$ cat config.mk
export PLATFORM = sky130hd
export DESIGN_NAME = drive_freq_ref
export DESIGN_NICKNAME = d
export VERILOG_FILES = /design/src/verilog/drive_ref_pkg.sv /design/src/verilog/slip_divider.sv /design/src/verilog/jump_band_hold.sv /design/src/verilog/drive_freq_ref.sv
export VERILOG_INCLUDE_DIRS = /design/src /design/src/verilog
export SDC_FILE = /design/constraint.sdc
export NUM_CORES = 2
export LEC_CHECK = 0
export BUFFER_PORTS_ARGS = -buffer_cell sky130_fd_sc_hd__buf_2
export CAP_MARGIN = 10
export CORE_MARGIN = 2
export CORE_UTILIZATION = 45
export CTS_CLUSTER_SIZE = 12
export DETAILED_ROUTE_END_ITERATION = 8
export GPL_TIMING_DRIVEN = 0
export PLACE_DENSITY = 0.71
export SYNTH_ARGS = -nofsm -noshare
export SYNTH_HDL_FRONTEND = slang
export SYNTH_SLANG_ARGS = --single-unit
export TNS_END_PERCENT = 30
$ cat constraint.sdc
create_clock -name clk_i -period 30.4 [get_ports clk_i]
set_input_delay 1.52 -clock clk_i [delete_from_list [all_inputs] [get_ports clk_i]]
set_output_delay 1.52 -clock clk_i [all_outputs]
set_load 0.01 [all_outputs]
$ cat src/verilog/drive_ref_params.svh
// Register map, field positions, reset values and timing of the drive reference logic
`ifndef DRIVE_REF_PARAMS_SVH
`define DRIVE_REF_PARAMS_SVH
// Register indexes; byte address is four times the index
`define NREG 11
`define REG_CFG 4'h0
`define REG_FREQA 4'h1
`define REG_FREQB 4'h2
`define REG_VOLTA 4'h3
`define REG_VOLTB 4'h4
`define REG_MOTOR 4'h5
`define REG_BRAKE 4'h6
`define REG_BTIME 4'h7
`define REG_LIMIT 4'h8
`define REG_JUMPA 4'h9
`define REG_JUMPB 4'hA
`define REG_STATUS 4'hB
// Field positions
`define F_LO 11:0
`define F_HI 27:16
`define B0 7:0
`define B1 15:8
`define B2 23:16
`define F_SEL 3:0
`define F_LIMIT 11:8
`define F_MFO0 20:16
`define F_MFO1 25:21
`define F_MFO2 30:26
// Reset values
`define RST_CFG 32'h0000_0000
`define RST_FREQA 32'h0258_0258
`define RST_FREQB 32'h000F_000F
`define RST_VOLTA 32'h0078_08FC
`define RST_VOLTB 32'h0000_0050
`define RST_MOTOR 32'h0000_1E64
`define RST_BRAKE 32'h0032_000F
`define RST_BTIME 32'h0000_0000
`define RST_LIMIT 32'h0000_0064
`define RST_JUMPA 32'h0000_0000
`define RST_JUMPB 32'h0010_0000
`define USER_CURVE 4'hF
`define MFO_RESTART 5'h0A
// Timing
`define CLK_PERIOD_NS 100
`define TICK_PERIOD_NS 100_000_000
`define RAMP_STEP_NS 100_000
`define CLEAR_TIME_MIN 10
`define CLEAR_TICKS (`CLEAR_TIME_MIN * 60 * (1_000_000_000 / `TICK_PERIOD_NS))
`define RESTART_WAIT_TICKS 10
`endif

$ cat src/verilog/drive_ref_pkg.sv
// Types shared by the drive reference logic
`include "drive_ref_params.svh"
package drive_ref_pkg;
  typedef struct packed {
    logic psel;
    logic penable;
    logic pwrite;
    logic [7:0] paddr;
    logic [31:0] pwdata;
  } apb_req_type;
  typedef enum logic [5:0] {
    ST_IDLE = 6'b00_0001,
    ST_SBRK = 6'b00_0010,
    ST_RUN = 6'b00_0100,
    ST_SSTOP = 6'b00_1000,
    ST_RESTART = 6'b01_0000,
    ST_TRIP = 6'b10_0000
  } drive_state_type;
  typedef enum logic [2:0] {
    FLT_NONE = 3'h0,
    FLT_OVERCURRENT = 3'h1,
    FLT_GROUND = 3'h2,
    FLT_OVERVOLT = 3'h3
  } fault_code_type;
  typedef struct packed {
    logic busy;
    logic done;
    logic [5:0] cnt;
    logic [31:0] rem;
    logic [31:0] quo;
    logic [31:0] den;
  } div_state_type;
  typedef struct packed {
    logic [11:0] held;
  } jump_state_type;
  typedef struct packed {
    logic [`NREG-1:0][31:0] cfg;
    drive_state_type st;
    logic [23:0] tdiv;
    logic [15:0] rdiv;
    logic [7:0] tmr;
    logic [12:0] norm;
    logic [3:0] rcount;
    logic [11:0] ramp;
    logic [11:0] slip;
    logic dstart;
    logic pready;
    logic slverr;
    logic [31:0] prdata;
    logic [2:0] err;
    logic [11:0] freq_out;
    logic gate;
    logic brake;
    logic [7:0] brake_cur;
    logic [7:0] thermal;
    logic user_curve;
    logic vf_linear;
    logic restart;
    logic [2:0] mfo;
    logic trip;
  } ref_state_type;
endpackage

$ cat src/verilog/slip_divider.sv
// Iterative unsigned divider for the slip compensation term
`timescale 1ns/1ps
`default_nettype none
module slip_divider
  import drive_ref_pkg::*;
(
  input wire logic clk_i,
  input wire logic resetn_i,
  input wire logic start_i,
  input wire logic [31:0] num_i,
  input wire logic [31:0] den_i,
  output logic busy_o,
  output logic done_o,
  output logic [31:0] quo_o
);
  div_state_type q, d;

  always_comb begin
    logic [31:0] r;
    logic [31:0] qq;
    r = 32'h0000_0000;
    qq = 32'h0000_0000;
    d = q;
    d.done = 1'b0;
    if (!q.busy && start_i) begin
      d.busy = 1'b1;
      d.cnt = 6'h00;
      d.rem = 32'h0000_0000;
      d.quo = num_i;
      d.den = den_i;
    end else if (q.busy) begin
      // Remainder stays below the divisor, so the shift cannot overflow
      {r, qq} = {q.rem[30:0], q.quo, 1'b0};
      if (r >= q.den) begin
        r = r - q.den;
        qq[0] = 1'b1;
      end
      d.rem = r;
      d.quo = qq;
      d.cnt = q.cnt + 6'h01;
      if (q.cnt == 6'h1F) begin
        d.busy = 1'b0;
        d.done = 1'b1;
      end
    end
  end

  always_ff @(posedge clk_i or negedge resetn_i) begin
    if (!resetn_i) begin
      q <= '0;
    end else begin
      q <= d;
    end
  end

  assign busy_o = q.busy;
  assign done_o = q.done;
  assign quo_o = q.quo;
endmodule // slip_divider
`default_nettype wire

$ cat src/verilog/jump_band_hold.sv
// Holds a frequency target just outside any active jump band
`timescale 1ns/1ps
`default_nettype none
module jump_band_hold
  import drive_ref_pkg::*;
(
  input wire logic clk_i,
  input wire logic resetn_i,
  input wire logic [11:0] target_i,
  input wire logic [2:0][11:0] point_i,
  input wire logic [7:0] width_i,
  output logic [11:0] held_o
);
  jump_state_type q, d;

  always_comb begin
    logic [11:0] t;
    logic [11:0] lo;
    logic [11:0] hi;
    t = target_i;
    lo = 12'h000;
    hi = 12'h000;
    for (int i = 0; i < 3; i++) begin
      lo = (point_i[i] > {4'h0, width_i}) ? point_i[i] - {4'h0, width_i} : 12'h000;
      hi = point_i[i] + {4'h0, width_i};
      // Zero width or zero centre leaves the band off
      if (width_i != 8'h00 && point_i[i] != 12'h000 && t >= lo && t <= hi) begin
        t = (t < point_i[i] && lo != 12'h000) ? lo - 12'h001 : hi + 12'h001;
      end
    end
    d.held = t;
  end

  always_ff @(posedge clk_i or negedge resetn_i) begin
    if (!resetn_i) begin
      q <= '0;
    end else begin
      q <= d;
    end
  end

  assign held_o = q.held;
endmodule // jump_band_hold
`default_nettype wire

$ cat src/verilog/drive_freq_ref.sv
// Frequency reference, braking sequence and fault restart logic of a drive
// Operation
// - Fixed curves 0-14, user points at 15
// - Flag curve error on frequency order
// - Flag curve error on voltage order
// - Mid equals min: straight segment, mid ignored
// - Rated current 10-200%, thermal reference
// - No-load current 0-99% of rated
// - Slip scaled by current above no-load
// - Slip 0.0-9.9% of base, zero disables
// - No slip below minimum or regenerating
// - Brake current in percent of drive
// - Stop braking starts at max(start, min)
// - Zero start time: start at minimum
// - Zero stop time: block below start frequency
// - Bounds percent of maximum, clamp command
// - Flag bounds when upper not above lower
// - Zero command runs at lower bound
// - Never settle in band, ramp smoothly
// - Zero width or centre disables jump
// - Flag jump points out of order
// - Restart only after three fault kinds
// - Count restarts, clear on three events
// - Restart output on while restart runs
//
// The APB slave port and the register addresses were decided locally.
`timescale 1ns/1ps
`default_nettype none
module drive_freq_ref
  import drive_ref_pkg::*;
#(
  parameter int unsigned TICK_CYC = `TICK_PERIOD_NS / `CLK_PERIOD_NS,
  parameter int unsigned RAMP_CYC = `RAMP_STEP_NS / `CLK_PERIOD_NS,
  parameter int unsigned CLEAR_TICKS = `CLEAR_TICKS,
  parameter int unsigned RESTART_TICKS = `RESTART_WAIT_TICKS
) (
  input wire logic clk_i,
  input wire logic resetn_i,
  input wire apb_req_type apb_i,
  output logic [31:0] prdata_o,
  output logic pready_o,
  output logic pslverr_o,
  input wire logic run_i,
  input wire logic [11:0] freq_cmd_i,
  input wire logic [7:0] out_current_i,
  input wire logic regen_i,
  input wire logic fault_valid_i,
  input wire logic [2:0] fault_code_i,
  input wire logic fault_reset_i,
  output logic [11:0] freq_out_o,
  output logic gate_en_o,
  output logic dc_brake_o,
  output logic [7:0] dc_brake_current_o,
  output logic [7:0] thermal_ref_o,
  output logic user_curve_o,
  output logic vf_linear_o,
  output logic restart_active_o,
  output logic [2:0] mfo_o,
  output logic trip_o
);
  ref_state_type q, d;

  // ****************************************
  // Helpers
  // ****************************************
  function automatic logic [11:0] pct_scale(input logic [11:0] base, input logic [7:0] pct);
    logic [19:0] p;
    p = 20'(base) * 20'(pct);
    return 12'(p / 20'd100);
  endfunction

  function automatic logic [11:0] sat_add(input logic [11:0] a, input logic [11:0] b);
    logic [12:0] s;
    s = {1'b0, a} + {1'b0, b};
    return s[12] ? 12'hFFF : s[11:0];
  endfunction

  function automatic logic [31:0] reg_mask(input logic [3:0] idx);
    case (idx)
      `REG_CFG: reg_mask = 32'h7FFF_0F0F;
      `REG_VOLTB: reg_mask = 32'h0000_0FFF;
      `REG_MOTOR: reg_mask = 32'h00FF_FFFF;
      `REG_BRAKE: reg_mask = 32'h00FF_0FFF;
      `REG_BTIME: reg_mask = 32'h0000_FFFF;
      `REG_LIMIT: reg_mask = 32'h0000_FFFF;
      `REG_JUMPB: reg_mask = 32'h00FF_0FFF;
      default: reg_mask = 32'h0FFF_0FFF;
    endcase
  endfunction

  // ****************************************
  // Settings
  // ****************************************
  wire logic [3:0] curve_sel = q.cfg[`REG_CFG][`F_SEL];
  wire logic [3:0] rs_limit = q.cfg[`REG_CFG][`F_LIMIT];
  wire logic [11:0] fmax = q.cfg[`REG_FREQA][`F_LO];
  wire logic [11:0] fbase = q.cfg[`REG_FREQA][`F_HI];
  wire logic [11:0] fmid = q.cfg[`REG_FREQB][`F_LO];
  wire logic [11:0] fmin = q.cfg[`REG_FREQB][`F_HI];
  wire logic [11:0] vmax = q.cfg[`REG_VOLTA][`F_LO];
  wire logic [11:0] vmid = q.cfg[`REG_VOLTA][`F_HI];
  wire logic [11:0] vmin = q.cfg[`REG_VOLTB][`F_LO];
  wire logic [7:0] rated = q.cfg[`REG_MOTOR][`B0];
  wire logic [7:0] noload = q.cfg[`REG_MOTOR][`B1];
  wire logic [7:0] slip_set = q.cfg[`REG_MOTOR][`B2];
  wire logic [11:0] brk_set = q.cfg[`REG_BRAKE][`F_LO];
  wire logic [7:0] brk_cur = q.cfg[`REG_BRAKE][`B2];
  wire logic [7:0] stop_time = q.cfg[`REG_BTIME][`B0];
  wire logic [7:0] start_time = q.cfg[`REG_BTIME][`B1];
  wire logic [7:0] upper = q.cfg[`REG_LIMIT][`B0];
  wire logic [7:0] lower = q.cfg[`REG_LIMIT][`B1];
  wire logic [2:0][11:0] jpts = {q.cfg[`REG_JUMPB][`F_LO], q.cfg[`REG_JUMPA][`F_HI],
                                 q.cfg[`REG_JUMPA][`F_LO]};
  wire logic [7:0] jwidth = q.cfg[`REG_JUMPB][`B2];

  // ****************************************
  // Derived values
  // ****************************************
  wire logic [11:0] upper_f = pct_scale(fmax, upper);
  wire logic [11:0] lower_f = pct_scale(fmax, lower);
  wire logic [7:0] i0 = pct_scale({4'h0, rated}, noload)[7:0];
  wire logic [11:0] brk_f = (brk_set < fmin) ? fmin : brk_set;
  wire logic user = (curve_sel == `USER_CURVE);
  // A zero command with an unusable lower bound keeps the drive stopped
  wire logic run_ok = run_i && !(freq_cmd_i == 12'h000 && lower_f < fmin);
  wire logic go = run_ok && !(user && q.err[0]);
  wire logic restartable = (fault_code_i == FLT_OVERCURRENT) || (fault_code_i == FLT_GROUND)
                           || (fault_code_i == FLT_OVERVOLT);
  wire logic tick = (q.tdiv == 24'(TICK_CYC - 1));
  wire logic rstep = (q.rdiv == 16'(RAMP_CYC - 1));
  wire logic stop_now = !run_i && ((stop_time == 8'h00) ? (q.ramp < brk_f) : (q.ramp <= brk_f));
  wire logic slip_en = (slip_set != 8'h00) && (out_current_i > i0)
                       && (freq_cmd_i >= fmin) && !regen_i;
  logic [11:0] tgt;
  logic [11:0] held;
  logic div_busy;
  logic div_done;
  logic [31:0] div_quo;

  always_comb begin
    if (!run_i) begin
      tgt = 12'h000;
    end else if (freq_cmd_i == 12'h000 || freq_cmd_i < lower_f) begin
      tgt = lower_f;
    end else if (freq_cmd_i > upper_f) begin
      tgt = upper_f;
    end else begin
      tgt = freq_cmd_i;
    end
  end

  jump_band_hold u_jump (
    .clk_i(clk_i),
    .resetn_i(resetn_i),
    .target_i(tgt),
    .point_i(jpts),
    .width_i(jwidth),
    .held_o(held)
  );

  // Slip in 0.1 Hz: slip(0.1%) * base * (I - I0) / (1000 * (Ir - I0))
  slip_divider u_div (
    .clk_i(clk_i),
    .resetn_i(resetn_i),
    .start_i(q.dstart),
    .num_i(32'(slip_set) * 32'(fbase) * 32'(out_current_i - i0)),
    .den_i(32'(10'd1000) * 32'(rated - i0)),
    .busy_o(div_busy),
    .done_o(div_done),
    .quo_o(div_quo)
  );

  // ****************************************
  // Next state
  // ****************************************
  always_comb begin
    logic [3:0] idx;
    logic [31:0] w;
    logic [31:0] nw;
    idx = apb_i.paddr[5:2];
    w = apb_i.pwdata;
    nw = q.cfg[idx];
    d = q;
    d.pready = 1'b0;
    d.slverr = 1'b0;
    d.dstart = 1'b0;
    // One wait state keeps read data coming out of a flop
    if (apb_i.psel && apb_i.penable && !q.pready) begin
      d.pready = 1'b1;
      d.prdata = 32'h0000_0000;
      if (apb_i.paddr[7:6] != 2'b00 || apb_i.paddr[1:0] != 2'b00 || idx > `REG_STATUS) begin
        d.slverr = 1'b1;
      end else if (idx == `REG_STATUS) begin
        d.prdata = {10'h000, q.st, 4'h0, q.rcount, 5'h00, q.err};
      end else begin
        d.prdata = q.cfg[idx];
        if (apb_i.pwrite) begin
          nw = w;
          if (idx == `REG_MOTOR) begin
            nw = q.cfg[idx];
            if (w[`B0] >= 8'd10 && w[`B0] <= 8'd200) begin
              nw[`B0] = w[`B0];
            end
            if (w[`B1] <= 8'd99) begin
              nw[`B1] = w[`B1];
            end
            if (w[`B2] <= 8'd99) begin
              nw[`B2] = w[`B2];
            end
          end else if (idx == `REG_LIMIT) begin
            nw = q.cfg[idx];
            if (w[`B0] <= 8'd100) begin
              nw[`B0] = w[`B0];
            end
            if (w[`B1] <= 8'd100) begin
              nw[`B1] = w[`B1];
            end
          end
          d.cfg[idx] = nw & reg_mask(idx);
        end
      end
    end

    d.err[0] = !(fmax >= fbase && fbase > fmid && fmid >= fmin)
               || !(vmax >= vmid && vmid > vmin);
    d.err[1] = !(upper > lower);
    d.err[2] = !(jpts[0] >= jpts[1] && jpts[1] >= jpts[2]);

    d.tdiv = tick ? 24'h00_0000 : q.tdiv + 24'h00_0001;
    d.rdiv = rstep ? 16'h0000 : q.rdiv + 16'h0001;

    // Slip term is recomputed continuously; disable acts at once
    if (!div_busy && !q.dstart && !div_done) begin
      d.dstart = 1'b1;
    end
    if (!slip_en) begin
      d.slip = 12'h000;
    end else if (div_done) begin
      d.slip = (div_quo[31:12] != 20'h0_0000) ? 12'hFFF : div_quo[11:0];
    end

    // Restart count clears after a long stretch without faults
    if (q.st != ST_TRIP && q.st != ST_RESTART && tick) begin
      if (q.norm == 13'(CLEAR_TICKS - 1)) begin
        d.norm = 13'h0000;
        d.rcount = 4'h0;
      end else begin
        d.norm = q.norm + 13'h0001;
      end
    end

    case (q.st)
      ST_IDLE: begin
        d.ramp = 12'h000;
        d.tmr = 8'h00;
        if (go) begin
          if (start_time == 8'h00) begin
            d.st = ST_RUN;
            d.ramp = fmin;
          end else begin
            d.st = ST_SBRK;
          end
        end
      end
      ST_SBRK: begin
        if (tick) begin
          d.tmr = q.tmr + 8'h01;
        end
        if (q.tmr >= start_time) begin
          d.st = ST_RUN;
          d.ramp = fmin;
          d.tmr = 8'h00;
        end
      end
      ST_RUN: begin
        // Unit steps walk through any band; only the target avoids it
        if (rstep && q.ramp < held) begin
          d.ramp = q.ramp + 12'h001;
        end else if (rstep && q.ramp > held) begin
          d.ramp = q.ramp - 12'h001;
        end
        if (stop_now) begin
          d.tmr = 8'h00;
          d.st = (stop_time == 8'h00) ? ST_IDLE : ST_SSTOP;
        end
      end
      ST_SSTOP: begin
        if (tick) begin
          d.tmr = q.tmr + 8'h01;
        end
        if (q.tmr >= stop_time) begin
          d.st = ST_IDLE;
          d.tmr = 8'h00;
        end
      end
      ST_RESTART: begin
        if (tick) begin
          d.tmr = q.tmr + 8'h01;
        end
        if (q.tmr >= 8'(RESTART_TICKS)) begin
          d.st = ST_RUN;
          d.ramp = fmin;
          d.tmr = 8'h00;
        end
      end
      ST_TRIP: begin
        if (fault_reset_i) begin
          d.st = ST_IDLE;
          d.rcount = 4'h0;
          d.norm = 13'h0000;
        end
      end
      default: begin
        d.st = ST_IDLE;
      end
    endcase

    // Faults take priority over the sequence
    if (fault_valid_i && q.st != ST_TRIP) begin
      d.norm = 13'h0000;
      d.tmr = 8'h00;
      d.ramp = 12'h000;
      if (restartable && q.rcount < rs_limit) begin
        d.st = ST_RESTART;
        d.rcount = q.rcount + 4'h1;
      end else begin
        d.st = ST_TRIP;
      end
    end

    d.gate = (d.st == ST_RUN);
    d.freq_out = d.gate ? sat_add(d.ramp, d.slip) : 12'h000;
    d.brake = (d.st == ST_SBRK) || (d.st == ST_SSTOP);
    d.brake_cur = d.brake ? brk_cur : 8'h00;
    d.thermal = d.cfg[`REG_MOTOR][`B0];
    d.user_curve = (d.cfg[`REG_CFG][`F_SEL] == `USER_CURVE);
    d.vf_linear = (d.cfg[`REG_FREQB][`F_LO] == d.cfg[`REG_FREQB][`F_HI]);
    d.restart = (d.st == ST_RESTART);
    d.trip = (d.st == ST_TRIP);
    d.mfo[0] = d.restart && (d.cfg[`REG_CFG][`F_MFO0] == `MFO_RESTART);
    d.mfo[1] = d.restart && (d.cfg[`REG_CFG][`F_MFO1] == `MFO_RESTART);
    d.mfo[2] = d.restart && (d.cfg[`REG_CFG][`F_MFO2] == `MFO_RESTART);
  end

  always_ff @(posedge clk_i or negedge resetn_i) begin
    if (!resetn_i) begin
      q <= '0;
      q.cfg <= {`RST_JUMPB, `RST_JUMPA, `RST_LIMIT, `RST_BTIME, `RST_BRAKE, `RST_MOTOR,
                `RST_VOLTB, `RST_VOLTA, `RST_FREQB, `RST_FREQA, `RST_CFG};
      q.st <= ST_IDLE;
      q.thermal <= 8'h64;
      q.vf_linear <= 1'b1;
    end else begin
      q <= d;
    end
  end

  assign prdata_o = q.prdata;
  assign pready_o = q.pready;
  assign pslverr_o = q.slverr;
  assign freq_out_o = q.freq_out;
  assign gate_en_o = q.gate;
  assign dc_brake_o = q.brake;
  assign dc_brake_current_o = q.brake_cur;
  assign thermal_ref_o = q.thermal;
  assign user_curve_o = q.user_curve;
  assign vf_linear_o = q.vf_linear;
  assign restart_active_o = q.restart;
  assign mfo_o = q.mfo;
  assign trip_o = q.trip;
endmodule // drive_freq_ref
`default_nettype wire

==> metrics.csv <==
metric;value;unit
outcome;complete, no violations;
via_per_inst;5.97;
placementRows;141;
via_count;59274;
vdd_drop_max;0.0000382;V
end_kind;register;
grt_usage;28.1;%
dr.max_layer_used;met5;
synthArstFlopShare;100;%
powerDensity;31.7;nW/um2
grt_pass1_vias;57579;
fp.dieH;390;um
clock_sinks;614;
grt_max_degree;127;
finalSetupViolCount;0;
clock_path_buffers;3;
synth.distinct_cells;137;
cpMostUsedCell;a21oi_1;
drc;0;
clock-skew-final;0.0453;ns
coreArea;148000;um2
cts_buffers;68;
overflow;0;
crit_type;register to register;
period_minus_slack;27.92;ns
dr.pass1.iters;8;
clkTransAtPathRegs;0.06;ns
wl_met2;96400;um
port_buffers;138;
synth-seq-area-share;23.0;%
cp.required;30.92;ns
cap_violations;0;
drt_iter0_drc;5434;
antenna_found_initial;26;
ys.flop_type;dfrtp_1;
place_area;70500;um2
wl_met1;88600;um
synth_fp_nets;8862;
seqPwrFrac;39.1;%
netSwitchingPower;750;uW
rsz0062_at_grt;no;
p_leak;34.3;nW
start_util;45.4;%
worstSkewPairLatency;0.67;ns
htree_num_levels;3;
yosys_warnings;0;
setup_tns;0;ns
hold_viol;0;
internal_power;1.55;mW
dp_hpwl;173000;um
hold_path_class;register to register;
final_area;72700;um2
dieArea;152000;um2
critPathArrivalTime;28.44;ns
cts_resized;0;
synth_top_cell_area_share;21.0;%
fin_ws;2.48;ns
synth_area;67200;um2
gp_congestion;1.01;
max_slew.worst_pin.slew;1.29;ns
maxSlewViolCount;0;
avgSynthCellArea;8.70;um2
nFillCells;13885;
cts_setup_buffers;0;
syn_inst;7723;
max_slew_margin;13.9;%
area_growth;8.24;%
pre_cts_ws;3.31;ns
start_kind;register;
nets;9082;
synth_edf_count;0;
cts_tree;yes;
max_stage_delay;0.96;ns
cts_hold_buf;0;
synthTopCellsByArea;dfrtp_1 21%, ha_1 13%, fa_1 11%;
root_buffer;clkbuf_16;
ant_nets;0;
p_sw_share;32.6;%
path_max_fanout;10;
ys_seq_elements;614;
wl_met3;20500;um
pin_count;143;
drive_above_1_share;8.56;%
die_w;390;um
fmax;0.0358;GHz
min_period_over_period;91.8;%
wl_per_cell;21.8;um
pwr-share-clk;36.4;%
grt_pass1_wl;335000;um
synth_top_cell_by_area;dfrtp_1;
combinationalPowerShare;24.5;%
cp_slowest_cell;a211oi_1;
drt-total-wl;217000;um
## through the flow
step                      hold slack (ns)  power [mW]  std cells  util (%)
after detailed placement            0.465        1.47       9802      47.6
final                               0.480        2.30       9931      49.1
after global placement              0.463        1.45       9791      47.5
after floorplan                     0.441        1.30       7723         -
after CTS                           0.480        2.30       9923      49.1
after global routing                0.493        2.42       9926      49.1
## area by class of cell
class                   instances  area (um2)  share of cell area (%)
repair buffers                150         885                    1.22
clock inverters                21         245                   0.337
multi-input cells            5923       47000                    64.6
plain buffers                 412        1870                    2.58
clock buffers                 100        1960                    2.70
diodes                          7        17.5                  0.0241
well taps                    1930        2410                    3.32
inverters                     774        2910                    4.00
flip-flops and latches        614       15400                    21.2
## power groups by stage
stage,Combinational (mW),Clock [mW],Sequential (mW)
after floorplan,0.400,0,0.901
after global placement,0.537,0,0.914
after detailed placement,0.556,0,0.914
after CTS,0.559,0.844,0.900
after global routing,0.636,0.874,0.906
final,0.565,0.838,0.902
## sequential cells by signal, indices dropped and copies added (netlist names), 4 cells and up
name	count
brk_cur	8
u_div.q	66
fmax	12
u_jump.held_o	12
curve_sel	4
dc_brake_current_o	8
jwidth	8
q	308
fmid	12
fbase	12
noload	8
jpts	36
freq_out_o	12
prdata_o	31
u_div.quo_o	32
lower	8
fmin	12
brk_set	12
## per-layer routing
layer	global-route usage [%]	up-vias
met5	0	-
met4	12.7	28
met3	5.88	558
met2	44.2	2543
met1	37.3	29113
li1	-	27032
## worst paths after layout
check	from	to	slack (ns)	cells past startpoint
worst max-delay path	fmax[9]	u_jump.held_o[1]	2.48	107
worst min-delay path	u_div.q[10]	u_div.q[10]	0.48	2
worst max register to register	fmax[9]	u_jump.held_o[1]	2.48	107
worst min register to register	u_div.q[10]	u_div.q[10]	0.48	2
max in group asynchronous	resetn_i	jwidth[4]	27.44	4
min in group asynchronous	resetn_i	u_div.q[81]	0.89	1
## synthesized netlist by cell type, types with 15 or more instances
master and instances:
nand2_1 801, inv_1 761, ha_1 685, dfrtp_1 565, o21ai_0 485, nor2_1 467, a21oi_1 418, fa_1 382
and2_1 365, clkbuf_1 287, xnor2_1 244, mux2i_1 159, nand2b_1 156, nand3_1 136, a21o_1 134, xor2_1 127
nor3_1 90, nor2b_1 84, nand4_1 83, buf_4 72, mux2_2 66, mux4_2 62, a22o_1 60, nor4_1 60
o21bai_1 59, dfstp_2 49, o22ai_1 48, or3_1 48, o211ai_1 45, and3_1 42, o21a_1 39, a211oi_1 37
a31oi_1 33, o31ai_1 29, o21ai_1 28, buf_2 25, buf_1 23, or2_2 23, o221a_2 18, a2111oi_0 16
a311oi_1 15, or4_1 15
## cell usage in the layout, fill, tap and decap left out, types with 58 or more instances in the layout
| master | count |
|---|---|
| xnor2_1 | 244 |
| mux4_2 | 62 |
| ha_1 | 685 |
| nand3_1 | 136 |
| nand4_1 | 83 |
| fa_1 | 382 |
| nand2_1 | 801 |
| xor2_1 | 127 |
| a21oi_1 | 418 |
| mux2i_1 | 159 |
| inv_1 | 761 |
| nor3_1 | 90 |
| buf_4 | 76 |
| nor4_1 | 58 |
| o21bai_1 | 59 |
| nor2_1 | 467 |
| a22o_1 | 60 |
| clkbuf_16 | 69 |
| buf_2 | 163 |
| nor2b_1 | 84 |
| nand2b_1 | 156 |
| and2_1 | 365 |
| mux2_2 | 66 |
| o21ai_0 | 485 |
| a21o_1 | 134 |
| dfrtp_1 | 565 |
| clkbuf_1 | 306 |
## worst max-delay path: cells and delay by family (launching register included)
family / cells / cell delay, ns
buffers and inverters: 14 / 3.62
DFF: 1 / 0.54
AOI/OAI and AO/OA: 55 / 15.03
and+or+nand+nor: 26 / 3.33
xor gates and xnor gates: 1 / 0.68
muxes: 2 / 0.86
adders and majority gates: 9 / 3.70
## logic make-up (layout without fill, tap and decap cells)
group,after synthesis,count (layout),synth area share (%)
multiplexers,290,290,5.61
adder cells (fa/ha/maj),1078,1078,24.3
buffers and inverters,1186,1457,7.12
AND/OR/NAND/NOR,2443,2443,17.9
other,1,8,0.00558
flip-flops,614,614,23.0
AO/OA/AOI/OAI,1732,1732,17.1
XOR/XNOR,379,379,5.03
(Power assumes the default switching activity.)
